<file path="config.mk">
export PLATFORM = sky130hd
export DESIGN_NAME = wdt_block
export DESIGN_NICKNAME = d
export VERILOG_FILES = /design/src/wdt_pkg.sv /design/src/wdt_block.sv
export SDC_FILE = /design/constraint.sdc
export NUM_CORES = 1
export LEC_CHECK = 0
export ABC_AREA = 0
export BUFFER_PORTS_ARGS = -buffer_cell sky130_fd_sc_hd__buf_2
export CAP_MARGIN = 20
export CORE_MARGIN = 4
export CORE_UTILIZATION = 45
export DETAILED_ROUTE_END_ITERATION = 7
export PLACE_DENSITY = 0.86
export SKIP_CTS_REPAIR_TIMING = 1
export SLEW_MARGIN = 20
export SYNTH_ARGS = -nofsm -noshare
export SYNTH_HDL_FRONTEND = slang
export SYNTH_SLANG_ARGS = --single-unit
</file>
<file path="constraint.sdc">
create_clock -name ref_clk -period 2.3 [get_ports ref_clk]
set_clock_uncertainty 0.15 [all_clocks]
set_input_delay 0.23 -clock ref_clk [delete_from_list [all_inputs] [get_ports ref_clk]]
set_output_delay 0.23 -clock ref_clk [all_outputs]
set_load 0.005 [all_outputs]
</file>
<file path="src/wdt_pkg.sv">
package wdt_pkg;
	// Bus geometry
	localparam int ADDR_W = 8;
	localparam int DATA_W = 32;

	// Register byte offsets
	localparam logic [ADDR_W-1:0] OFF_CTRL    = 8'h00;
	localparam logic [ADDR_W-1:0] OFF_OPT     = 8'h04;
	localparam logic [ADDR_W-1:0] OFF_IRQ_ST  = 8'h08;
	localparam logic [ADDR_W-1:0] OFF_IRQ_CLR = 8'h0C;
	localparam logic [ADDR_W-1:0] OFF_IRQ_EN  = 8'h10;
	localparam logic [ADDR_W-1:0] OFF_STATE   = 8'h14;

	// Control register fields and reset values
	localparam int         CTRL_EN_BIT   = 0;
	localparam int         CTRL_RATE_LSB = 1;
	localparam int         RATE_W        = 4;
	localparam logic [3:0] RATE_RST      = 4'h4;
	localparam logic [3:0] RATE_MAX      = 4'hB;
	localparam logic       CTRL_EN_RST   = 1'b0;

	// Option copy: owner bit and shared rate
	localparam int         OPT_PSA_BIT = 3;
	localparam int         PS_W        = 3;
	localparam logic [3:0] OPT_RST     = 4'hF;

	// Counter widths
	localparam int PRE_W  = 16;
	localparam int POST_W = 8;

	// Interrupt events
	localparam int IRQ_W        = 2;
	localparam int IRQ_RST_BIT  = 0;
	localparam int IRQ_WAKE_BIT = 1;

	// Nominal source rate, for reference only
	localparam int SLOW_OSC_HZ = 31000;

	// Watchdog operating mode
	typedef enum logic [2:0] {
		WDT_OFF  = 3'b001,
		WDT_HOLD = 3'b010,
		WDT_RUN  = 3'b100
	} wdt_mode_t;
endpackage

</file>
<file path="src/wdt_block.sv">
// Added by the designer: the register offsets and register access over APB.
module wdt_block (
	input  wire logic                         ref_clk,
	input  wire logic                         rst_b,
	input  wire logic                         psel,
	input  wire logic                         penable,
	input  wire logic                         pwrite,
	input  wire logic [wdt_pkg::ADDR_W-1:0]   paddr,
	input  wire logic [wdt_pkg::DATA_W-1:0]   pwdata,
	output logic      [wdt_pkg::DATA_W-1:0]   prdata,
	output logic                              pready,
	output logic                              pslverr,
	input  wire logic                         slow_internal_osc,
	input  wire logic                         config_watchdog_enable,
	input  wire logic                         watchdog_kick_instruction,
	input  wire logic                         sleep_instruction,
	input  wire logic                         sleep_mode,
	input  wire logic                         wake_event,
	input  wire logic                         osc_fail,
	input  wire logic                         osc_startup_timer,
	input  wire logic                         crystal_clock_sel,
	output logic                              slow_osc_request,
	output logic                              watchdog_reset,
	output logic                              watchdog_wake,
	output logic                              watchdog_expiry_flag_b,
	output logic                              sleep_entered_flag_b,
	output logic                              irq
);
	import wdt_pkg::*;

	// Whole block state in one record
	typedef struct packed {
		logic [RATE_W-1:0] rate;      // Watchdog rate select
		logic              sw_en;     // Software enable
		logic              prescaler_owner_select;       // Shared divider owner
		logic [PS_W-1:0]   ps;        // Shared divider rate
		logic [PRE_W-1:0]  pre;       // Dedicated prescaler
		logic [POST_W-1:0] post;      // Shared postscaler
		logic [IRQ_W-1:0]  irq_st;    // Sticky events
		logic [IRQ_W-1:0]  irq_en;    // Event enables
		logic              exp_b;     // Expiry flag, low after expiry
		logic              slp_b;     // Sleep flag, low after sleep
		logic              wake_hold; // Crystal wake hold
		logic              ost_q;     // Start-up timer, last cycle
		logic              osc_m;     // Sync stage one
		logic              osc_s;     // Sync stage two
		logic              osc_q;     // Edge detect delay
		wdt_mode_t         mode;      // Visible mode
		logic              rst_p;     // Core reset pulse
		logic              wake_p;    // Wake pulse
		logic [DATA_W-1:0] rdata;     // Read data latch
	} wdt_state_t;

	// Power-on contents
	localparam wdt_state_t ST_RST = '{
		rate:    RATE_RST,
		sw_en:   CTRL_EN_RST,
		prescaler_owner_select:     OPT_RST[OPT_PSA_BIT],
		ps:      OPT_RST[PS_W-1:0],
		exp_b:   1'b1,
		slp_b:   1'b1,
		mode:    WDT_OFF,
		default: '0
	};

	wdt_state_t        st_r;      // Registered state
	wdt_state_t        st_nxt;    // Next state
	logic              tick;      // One slow oscillator edge
	logic              enabled;   // Watchdog switched on
	logic              sleep_go;  // Sleep taken while enabled
	logic              ost_done;  // Start-up timer just ended
	logic              clr;       // Counter clear request
	logic [RATE_W-1:0] rate_c;    // Rate with reserved codes capped
	logic [PRE_W-1:0]  pre_mask;  // Prescaler bits in use
	logic [POST_W-1:0] post_mask; // Postscaler bits in use
	logic              pre_tc;    // Prescaler at terminal count
	logic              post_tc;   // Postscaler at terminal count
	logic              timeout;   // Watchdog expires now
	logic              apb_wr;    // Write access phase
	logic              apb_setup; // Read setup phase
	logic              addr_ok;   // Address is mapped
	logic [DATA_W-1:0] rd_val;    // Read value for paddr

	// Only edges of the second sync stage count
	assign tick = st_r.osc_s & ~st_r.osc_q;

	// Config bit overrides the software bit
	assign enabled = config_watchdog_enable | st_r.sw_en;

	assign sleep_go = sleep_instruction & enabled;
	assign ost_done = st_r.ost_q & ~osc_startup_timer;

	// Any of these holds both counters at zero
	assign clr = ~enabled
		| watchdog_kick_instruction
		| osc_fail
		| osc_startup_timer
		| wake_event
		| st_r.wake_hold
		| sleep_go;

	// Reserved codes behave as the longest ratio
	assign rate_c = (st_r.rate > RATE_MAX) ? RATE_MAX : st_r.rate;

	// Code 0 keeps five bits (1:32), each step adds one
	assign pre_mask = 16'hFFFF >> (RATE_MAX - rate_c);
	assign pre_tc   = &(st_r.pre | ~pre_mask);

	// Shared divider counts prescaler wraps when owned
	assign post_mask = ~(8'hFF << st_r.ps);
	assign post_tc   = ~st_r.prescaler_owner_select | (&(st_r.post | ~post_mask));

	// A clear in the same cycle suppresses the expiry
	assign timeout = ~clr & tick & pre_tc & post_tc;

	// APB decode; no wait states
	assign apb_wr    = psel & penable & pwrite;
	assign apb_setup = psel & ~penable & ~pwrite;
	assign pready    = psel & penable;
	assign addr_ok   = (paddr == OFF_CTRL) | (paddr == OFF_OPT)
		| (paddr == OFF_IRQ_ST) | (paddr == OFF_IRQ_CLR)
		| (paddr == OFF_IRQ_EN) | (paddr == OFF_STATE);
	assign pslverr   = psel & penable & ~addr_ok;

	// Read mux; unused upper bits read zero
	always_comb begin
		case (paddr)
			OFF_CTRL: begin
				rd_val = DATA_W'({st_r.rate, st_r.sw_en});
			end
			OFF_OPT: begin
				rd_val = DATA_W'({st_r.prescaler_owner_select, st_r.ps});
			end
			OFF_IRQ_ST: begin
				rd_val = DATA_W'(st_r.irq_st);
			end
			OFF_IRQ_EN: begin
				rd_val = DATA_W'(st_r.irq_en);
			end
			OFF_STATE: begin
				rd_val = DATA_W'({st_r.slp_b, st_r.exp_b, st_r.mode});
			end
			default: begin
				// Clear register is write-only
				rd_val = '0;
			end
		endcase
	end

	// Next-state logic for the whole block
	always_comb begin
		st_nxt = st_r;

		// Two-stage sync of the slow oscillator pin
		st_nxt.osc_m = slow_internal_osc;
		st_nxt.osc_s = st_r.osc_m;
		st_nxt.osc_q = st_r.osc_s;
		st_nxt.ost_q = osc_startup_timer;

		// Register writes; control bits 31-5 and option bits 31-4 are dropped
		if (apb_wr) begin
			case (paddr)
				OFF_CTRL: begin
					st_nxt.rate  = pwdata[CTRL_RATE_LSB +: RATE_W];
					st_nxt.sw_en = pwdata[CTRL_EN_BIT];
				end
				OFF_OPT: begin
					st_nxt.prescaler_owner_select = pwdata[OPT_PSA_BIT];
					st_nxt.ps  = pwdata[PS_W-1:0];
				end
				OFF_IRQ_EN: begin
					st_nxt.irq_en = pwdata[IRQ_W-1:0];
				end
				default: begin
					// Status and state are read-only
				end
			endcase
		end

		// Latch read data during setup so it comes from a flop
		if (apb_setup) begin
			st_nxt.rdata = rd_val;
		end

		// Counter chain: clear, else step on each slow edge
		if (clr) begin
			st_nxt.pre  = '0;
			st_nxt.post = '0;
		end else if (tick) begin
			st_nxt.pre = st_r.pre + 16'h0001;
			if (pre_tc && st_r.prescaler_owner_select) begin
				st_nxt.post = st_r.post + 8'h01;
			end
		end

		// Crystal wake waits for the start-up count
		if (wake_event && crystal_clock_sel) begin
			st_nxt.wake_hold = 1'b1;
		end else if (ost_done) begin
			st_nxt.wake_hold = 1'b0;
		end

		// Sleep entry flags
		if (sleep_go) begin
			st_nxt.exp_b = 1'b1;
			st_nxt.slp_b = 1'b0;
		end

		// Expiry: wake when asleep, core reset otherwise
		st_nxt.rst_p  = timeout & ~sleep_mode;
		st_nxt.wake_p = timeout & sleep_mode;
		if (timeout) begin
			st_nxt.exp_b = 1'b0;
		end
		if (timeout && !sleep_mode) begin
			// The core reset reloads control and option
			st_nxt.rate  = RATE_RST;
			st_nxt.sw_en = CTRL_EN_RST;
			st_nxt.prescaler_owner_select   = OPT_RST[OPT_PSA_BIT];
			st_nxt.ps    = OPT_RST[PS_W-1:0];
		end

		// Sticky events; a new event beats a clear
		if (apb_wr && (paddr == OFF_IRQ_CLR)) begin
			st_nxt.irq_st = st_r.irq_st & ~pwdata[IRQ_W-1:0];
		end
		if (timeout && !sleep_mode) begin
			st_nxt.irq_st[IRQ_RST_BIT] = 1'b1;
		end
		if (timeout && sleep_mode) begin
			st_nxt.irq_st[IRQ_WAKE_BIT] = 1'b1;
		end

		// Visible mode follows enable and holds
		if (!enabled) begin
			st_nxt.mode = WDT_OFF;
		end else if (osc_startup_timer || st_r.wake_hold) begin
			st_nxt.mode = WDT_HOLD;
		end else begin
			st_nxt.mode = WDT_RUN;
		end
	end

	// Single state register, synchronous reset
	always_ff @(posedge ref_clk) begin
		if (!rst_b) begin
			st_r <= ST_RST;
		end else begin
			st_r <= st_nxt;
		end
	end

	// Outputs straight from flops
	assign prdata                 = st_r.rdata;
	assign watchdog_reset         = st_r.rst_p;
	assign watchdog_wake          = st_r.wake_p;
	assign watchdog_expiry_flag_b = st_r.exp_b;
	assign sleep_entered_flag_b   = st_r.slp_b;
	// Asks for the oscillator only; ready stays with its owner
	assign slow_osc_request       = (st_r.mode != WDT_OFF);
	// Level interrupt while an enabled event is pending
	assign irq                    = |(st_r.irq_st & st_r.irq_en);
endmodule

</file>
# After elaboration in Yosys (flattened, before gate mapping)
# Cells that the tools add are included.
# totals
ff_bits,81
latchBits,0
mem_bits_rw,0
mem_bits_ro,0
inputBits,54
out_inout_bits,40
word_cells,108
n_memories,0
# classes
addsub,3
mul,0
div,0
n_lt_le_gt_ge,1
n_eq_ne,6
shift,2
muxes,10
bitwise_logic,44
n_reduce_logical,22
# ops
operator,n
$pmux W5 S5,1
$add A16 B1 Y16 const B,1
$eq A8 B4 Y1 const B,2
$eq A8 B5 Y1 const B,2
$not A16 Y16,1
$not A8 Y8,2
$or A16 B16 Y16,1
$reduce_and A16 Y1,1
$shr A16 B4 Y16 const A,1
$and A1 B1 Y1,13
$or A1 B1 Y1,13
$not A1 Y1,10
$reduce_and A2 Y1,5
$add A8 B1 Y8 const B,1
$eq A8 B3 Y1 const B,1
$logic_not A8 Y1,1
$or A8 B8 Y8,1
$reduce_and A8 Y1,1
$reduce_bool A2 Y1,4
$shl A8 B3 Y8 const A,1
$reduce_or A2 Y1,3
$logic_and A1 B1 Y1,5
$mux W1,5
$and A2 B2 Y2,2
9 further kinds,10

# Logic depth before layout (Yosys ltp)
# depth
ltp_word,14
ltp_mapped,7
ltp_nobuf,6

# Worst setup path before layout
# OpenSTA, ideal clock, no wires.
# synth_path
path_type,register -> register
from,register st_r[79] in the netlist's numbering
to,register st_r[53] in the netlist's numbering
setup_ns,0.070
arrival_time_ns,2.002
required_time_ns,2.080
setup_slack_ns,0.078
stages_incl_launch_ff,8
n_path_buf,1
period_less_slack_ns,2.222
path_cell_list,dfxtp_1 -> buf_6 -> or3b_1 -> a21o_1 -> a211oi_2 -> o211ai_1 -> or4_1 -> a21oi_1
# synth_between
elab_chain_cells,9
# synth_rtl
element,line_no,source
start: declaration,wdt_block.sv:66,wdt_state_t st_r;
start signal: assignment,wdt_block.sv:249,st_r <= st_nxt;
$gt A4 B4 Y1,wdt_block.sv:103,assign rate_c = (st_r.rate > RATE_MAX) ? RATE_MAX : st_r.rate;
$mux W4 (*),wdt_block.sv:103,
$sub A4 B4 Y4 (*),wdt_block.sv:106,assign pre_mask = 16'hFFFF >> (RATE_MAX - rate_c);
$shr A16 B4 Y16 (*),wdt_block.sv:106,
$not A16 Y16 (*),wdt_block.sv:107,assign pre_tc = &(st_r.pre | ~pre_mask);
$or A16 B16 Y16 (*),wdt_block.sv:107,
$reduce_and A16 Y1 (*),wdt_block.sv:107,
$logic_and A1 B1 Y1 (*),wdt_block.sv:191,if (pre_tc && st_r.prescaler_owner_select) begin
$reduce_and A2 Y1 (no line) (*),-,
# Mark *: on every way between the ends. The rest lies on a longest branch, timed or not.
# A chain may end at the register's enable or synchronous reset.

# Final worst setup path
# layout_path
from,register st_r[77] in the netlist's numbering
to,register st_r[51] in the netlist's numbering
# The elaborated chain is that of the path after synthesis.

==> results.sh <==
export IMPL_syn_area_um2=2780
export IMPL_path_class="reg2reg"
export IMPL_antenna_found_initial=0
export IMPL_n_fill_cell=533
export IMPL_synthArstFlopShare=0
export IMPL_grt_use_total=0.158
export IMPL_yosysTopAreaCellShare=0.381
export IMPL_cp_start_kind="register"
export IMPL_final_hold_violation_count=0
export IMPL_drive_gt1_frac=0.232
export IMPL_finalCriticalPeriod_ns=2.44
export IMPL_utilization=0.526
export IMPL_synth_cell_type_count=57
export IMPL_grt_max_degree=26
export IMPL_area_growth_pct=12.6
export IMPL_cp_max_fo=3
export IMPL_die_w_um=86.6
export IMPL_timing_hold_ws_ns=0.00385
export IMPL_num_vias=2275
export IMPL_yosysSeqAreaShare=0.381
export IMPL_grt_pass1_wl_mm=9.61
export IMPL_peakVddDrop_mv=0.437
export IMPL_synth_avg_cell_area_um2=8.77
export IMPL_synth_seq_cells=53
export IMPL_portBuffers=39
export IMPL_fin_cells=441
export IMPL_syn_inst=317
export IMPL_fmax_mhz=410
export IMPL_nets=421
export IMPL_yosys_area_top_type="dfxtp_1"
export IMPL_die_area_um2=7500
export IMPL_drc_errors=0
export IMPL_hold_path_class="in2reg"
export IMPL_antenna_cells=0
export IMPL_num_rows=28
export IMPL_rsz0062_at_grt="true"
export IMPL_cts_buffers=5
export IMPL_violations="negative setup slack"
export IMPL_finalSetupViolCount=5
export IMPL_die_height_um=86.6
export IMPL_yosys_warnings=0
export IMPL_hpwl_mm=4.34
export IMPL_dpl_cell_count=430
export IMPL_grt_overflow=0
export IMPL_clk_latency_ns=0.31
export IMPL_status="finished with violations"
export IMPL_clkSinkCount=53
export IMPL_drtIter0Drc=125
export IMPL_num_io_pins=94
export IMPL_end_kind="register"
export IMPL_cp_arrival_ns=2.54
export IMPL_start_util=0.467
export IMPL_power_density_nw_per_um2=495
export IMPL_clk_pin_slew_worst_paths_ns=0.10
export IMPL_grt_pass1_vias=2019
export IMPL_power_total_mw=1.55
export IMPL_period_share=1.06
export IMPL_clk_path_buf_depth=2
export IMPL_setup_ws_ns=-0.139
export IMPL_dr_pass1_iters=4
export IMPL_synthTopCellsByArea="dfxtp_1 38%, buf_4 8.6%, nor2_1 4.2%, mux2i_1 3.6%, nand2_1 3.4%"
export IMPL_antenna_left=0
export IMPL_vias_per_cell=5.16
export IMPL_maxCapViolCount=0
export IMPL_cts_root_buf="clkbuf_8"
export IMPL_drt_total_wl_mm=5.93
export IMPL_cp_data_required_time_ns=2.40
export IMPL_wl_per_cell_um=13.4
export IMPL_gp_congestion=0.792
export IMPL_place_ws_ns=-0.0680
export IMPL_cts_max_level=2
export IMPL_drv_slew=0
export IMPL_leakage_nw=1.27
export IMPL_cts_tree="yes"
export IMPL_synth_main_ff_cell="dfxtp_1"
export IMPL_synth_edff_count=0
export IMPL_design_core_area_um2=5960
==> per-layer routing <==
metal | track usage | vias to the layer above | wire length (um)
li1 | - | 1140 | -
met1 | 0.217 | 1049 | 2570
met2 | 0.243 | 76 | 2850
met3 | 0.0409 | 10 | 389
met4 | 0.0453 | 0 | 119
met5 | 0 | - | 0
==> per-stage QoR <==
step | cell area [um^2] | setup TNS [ns]
final | 3130 | -0.499
after global routing | 3130 | -1.13
after CTS | 3070 | -0.155
after detailed placement | 2980 | -0.117
after global placement | 2980 | 0
after floorplan | 2880 | 0
==> cell usage after synthesis (2+ instances only) <==
cell and instances:
a21boi_0 2, a21oi_1 16, a22oi_1 2, a31oi_1 2, and2_1 6, and3_1 8, buf_4 32, buf_6 3
clkbuf_1 7, dfxtp_1 53, ha_1 2, inv_1 3, mux2_2 6, mux2i_1 10, mux4_2 2, nand2_1 25
nand3_1 13, nand3b_1 3, nand4_1 4, nor2_1 31, nor2b_1 13, nor3_1 8, nor4_1 3, nor4b_1 2
o21ai_0 8, o21ai_1 3, o31ai_1 2, or2_2 2, or3_1 3, or4_1 2, xnor2_1 6, xor2_1 10
==> path summary, 6_finish.rpt <==
| kind | from | slack [ns] | to | cells past startpoint |
|---|---|---|---|---|
| max | st_r[77]$_SDFFE_PP0P_ | -0.14 | st_r[51]$_SDFFE_PP0P_ | 7 |
| min | crystal_clock_sel | 0.004 | st_r[41]$_SDFFE_PN0P_ | 3 |
| max reg2reg | st_r[77]$_SDFFE_PP0P_ | -0.14 | st_r[51]$_SDFFE_PP0P_ | 7 |
| min reg2reg | st_nxt[38]$_SDFF_PN0_ | 0.30 | st_nxt[37]$_SDFF_PN0_ | 1 |
==> cells in the final DEF (no fill, tap or decap), drive strengths merged, types with 3 or more instances in the layout <==
cell	netlist	final
mux2	6	6
nand3	13	13
and3	9	9
nand3b	3	3
buf	36	56
a21oi	16	16
nor2b	13	13
nand4	4	4
xor2	10	10
a21boi	3	3
nor4	3	3
or3	3	3
xnor2	6	6
dfxtp	53	53
o21ai	12	12
nor2	31	31
inv	3	3
nand2	25	25
nor3	8	8
mux2i	10	10
conb	1	27
and2	6	6
clkbuf	7	6
==> kinds of logic after synthesis <==
group	Yosys count	share of synthesized area
flip-flops	53	0.381
AO/OA/AOI/OAI	49	0.119
multiplexers	18	0.0765
other	1	0.00135
XOR/XNOR	16	0.0504
adder cells (fa/ha/maj)	2	0.00900
buffers and inverters	46	0.114
AND/OR/NAND/NOR	132	0.248
==> flip-flops by register name, summed over array words and instances, names as in the netlist <==
signal / cells
watchdog_reset: 1
watchdog_wake: 1
watchdog_expiry_flag_b: 1
prdata: 5
st_nxt: 2
st_r: 42
sleep_entered_flag_b: 1
==> final cells by class <==
type | count | area (um^2) | share of cell area
Inverter | 3 | 11.3 | 0.00360
Clock inverter | 2 | 15.0 | 0.00480
Multi-Input combinational cell | 244 | 1530 | 0.487
Clock buffer | 6 | 72.6 | 0.0232
Sequential cell | 53 | 1070 | 0.341
Tap cell | 75 | 93.8 | 0.0300
Timing Repair Buffer | 58 | 347 | 0.111
==> report_power, final <==
part	total, mW	leakage (nW)	switching [mW]	internal, mW
Clock	0.523	0.0374	0.308	0.215
Combinational	0.0982	0.802	0.0547	0.0435
Sequential	0.929	0.430	0.00441	0.925
==> worst max-delay path, cell delays in order (launching register included) <==
cell and delay (ns):
dfxtp_2 0.33, or4bb_1 0.54, and3_4 0.22, a211oi_4 0.33, o211ai_1 0.21, buf_4 0.19, or3_1 0.30, a21oi_1 0.12
Note: power is estimated with default switching activity, not from simulation.
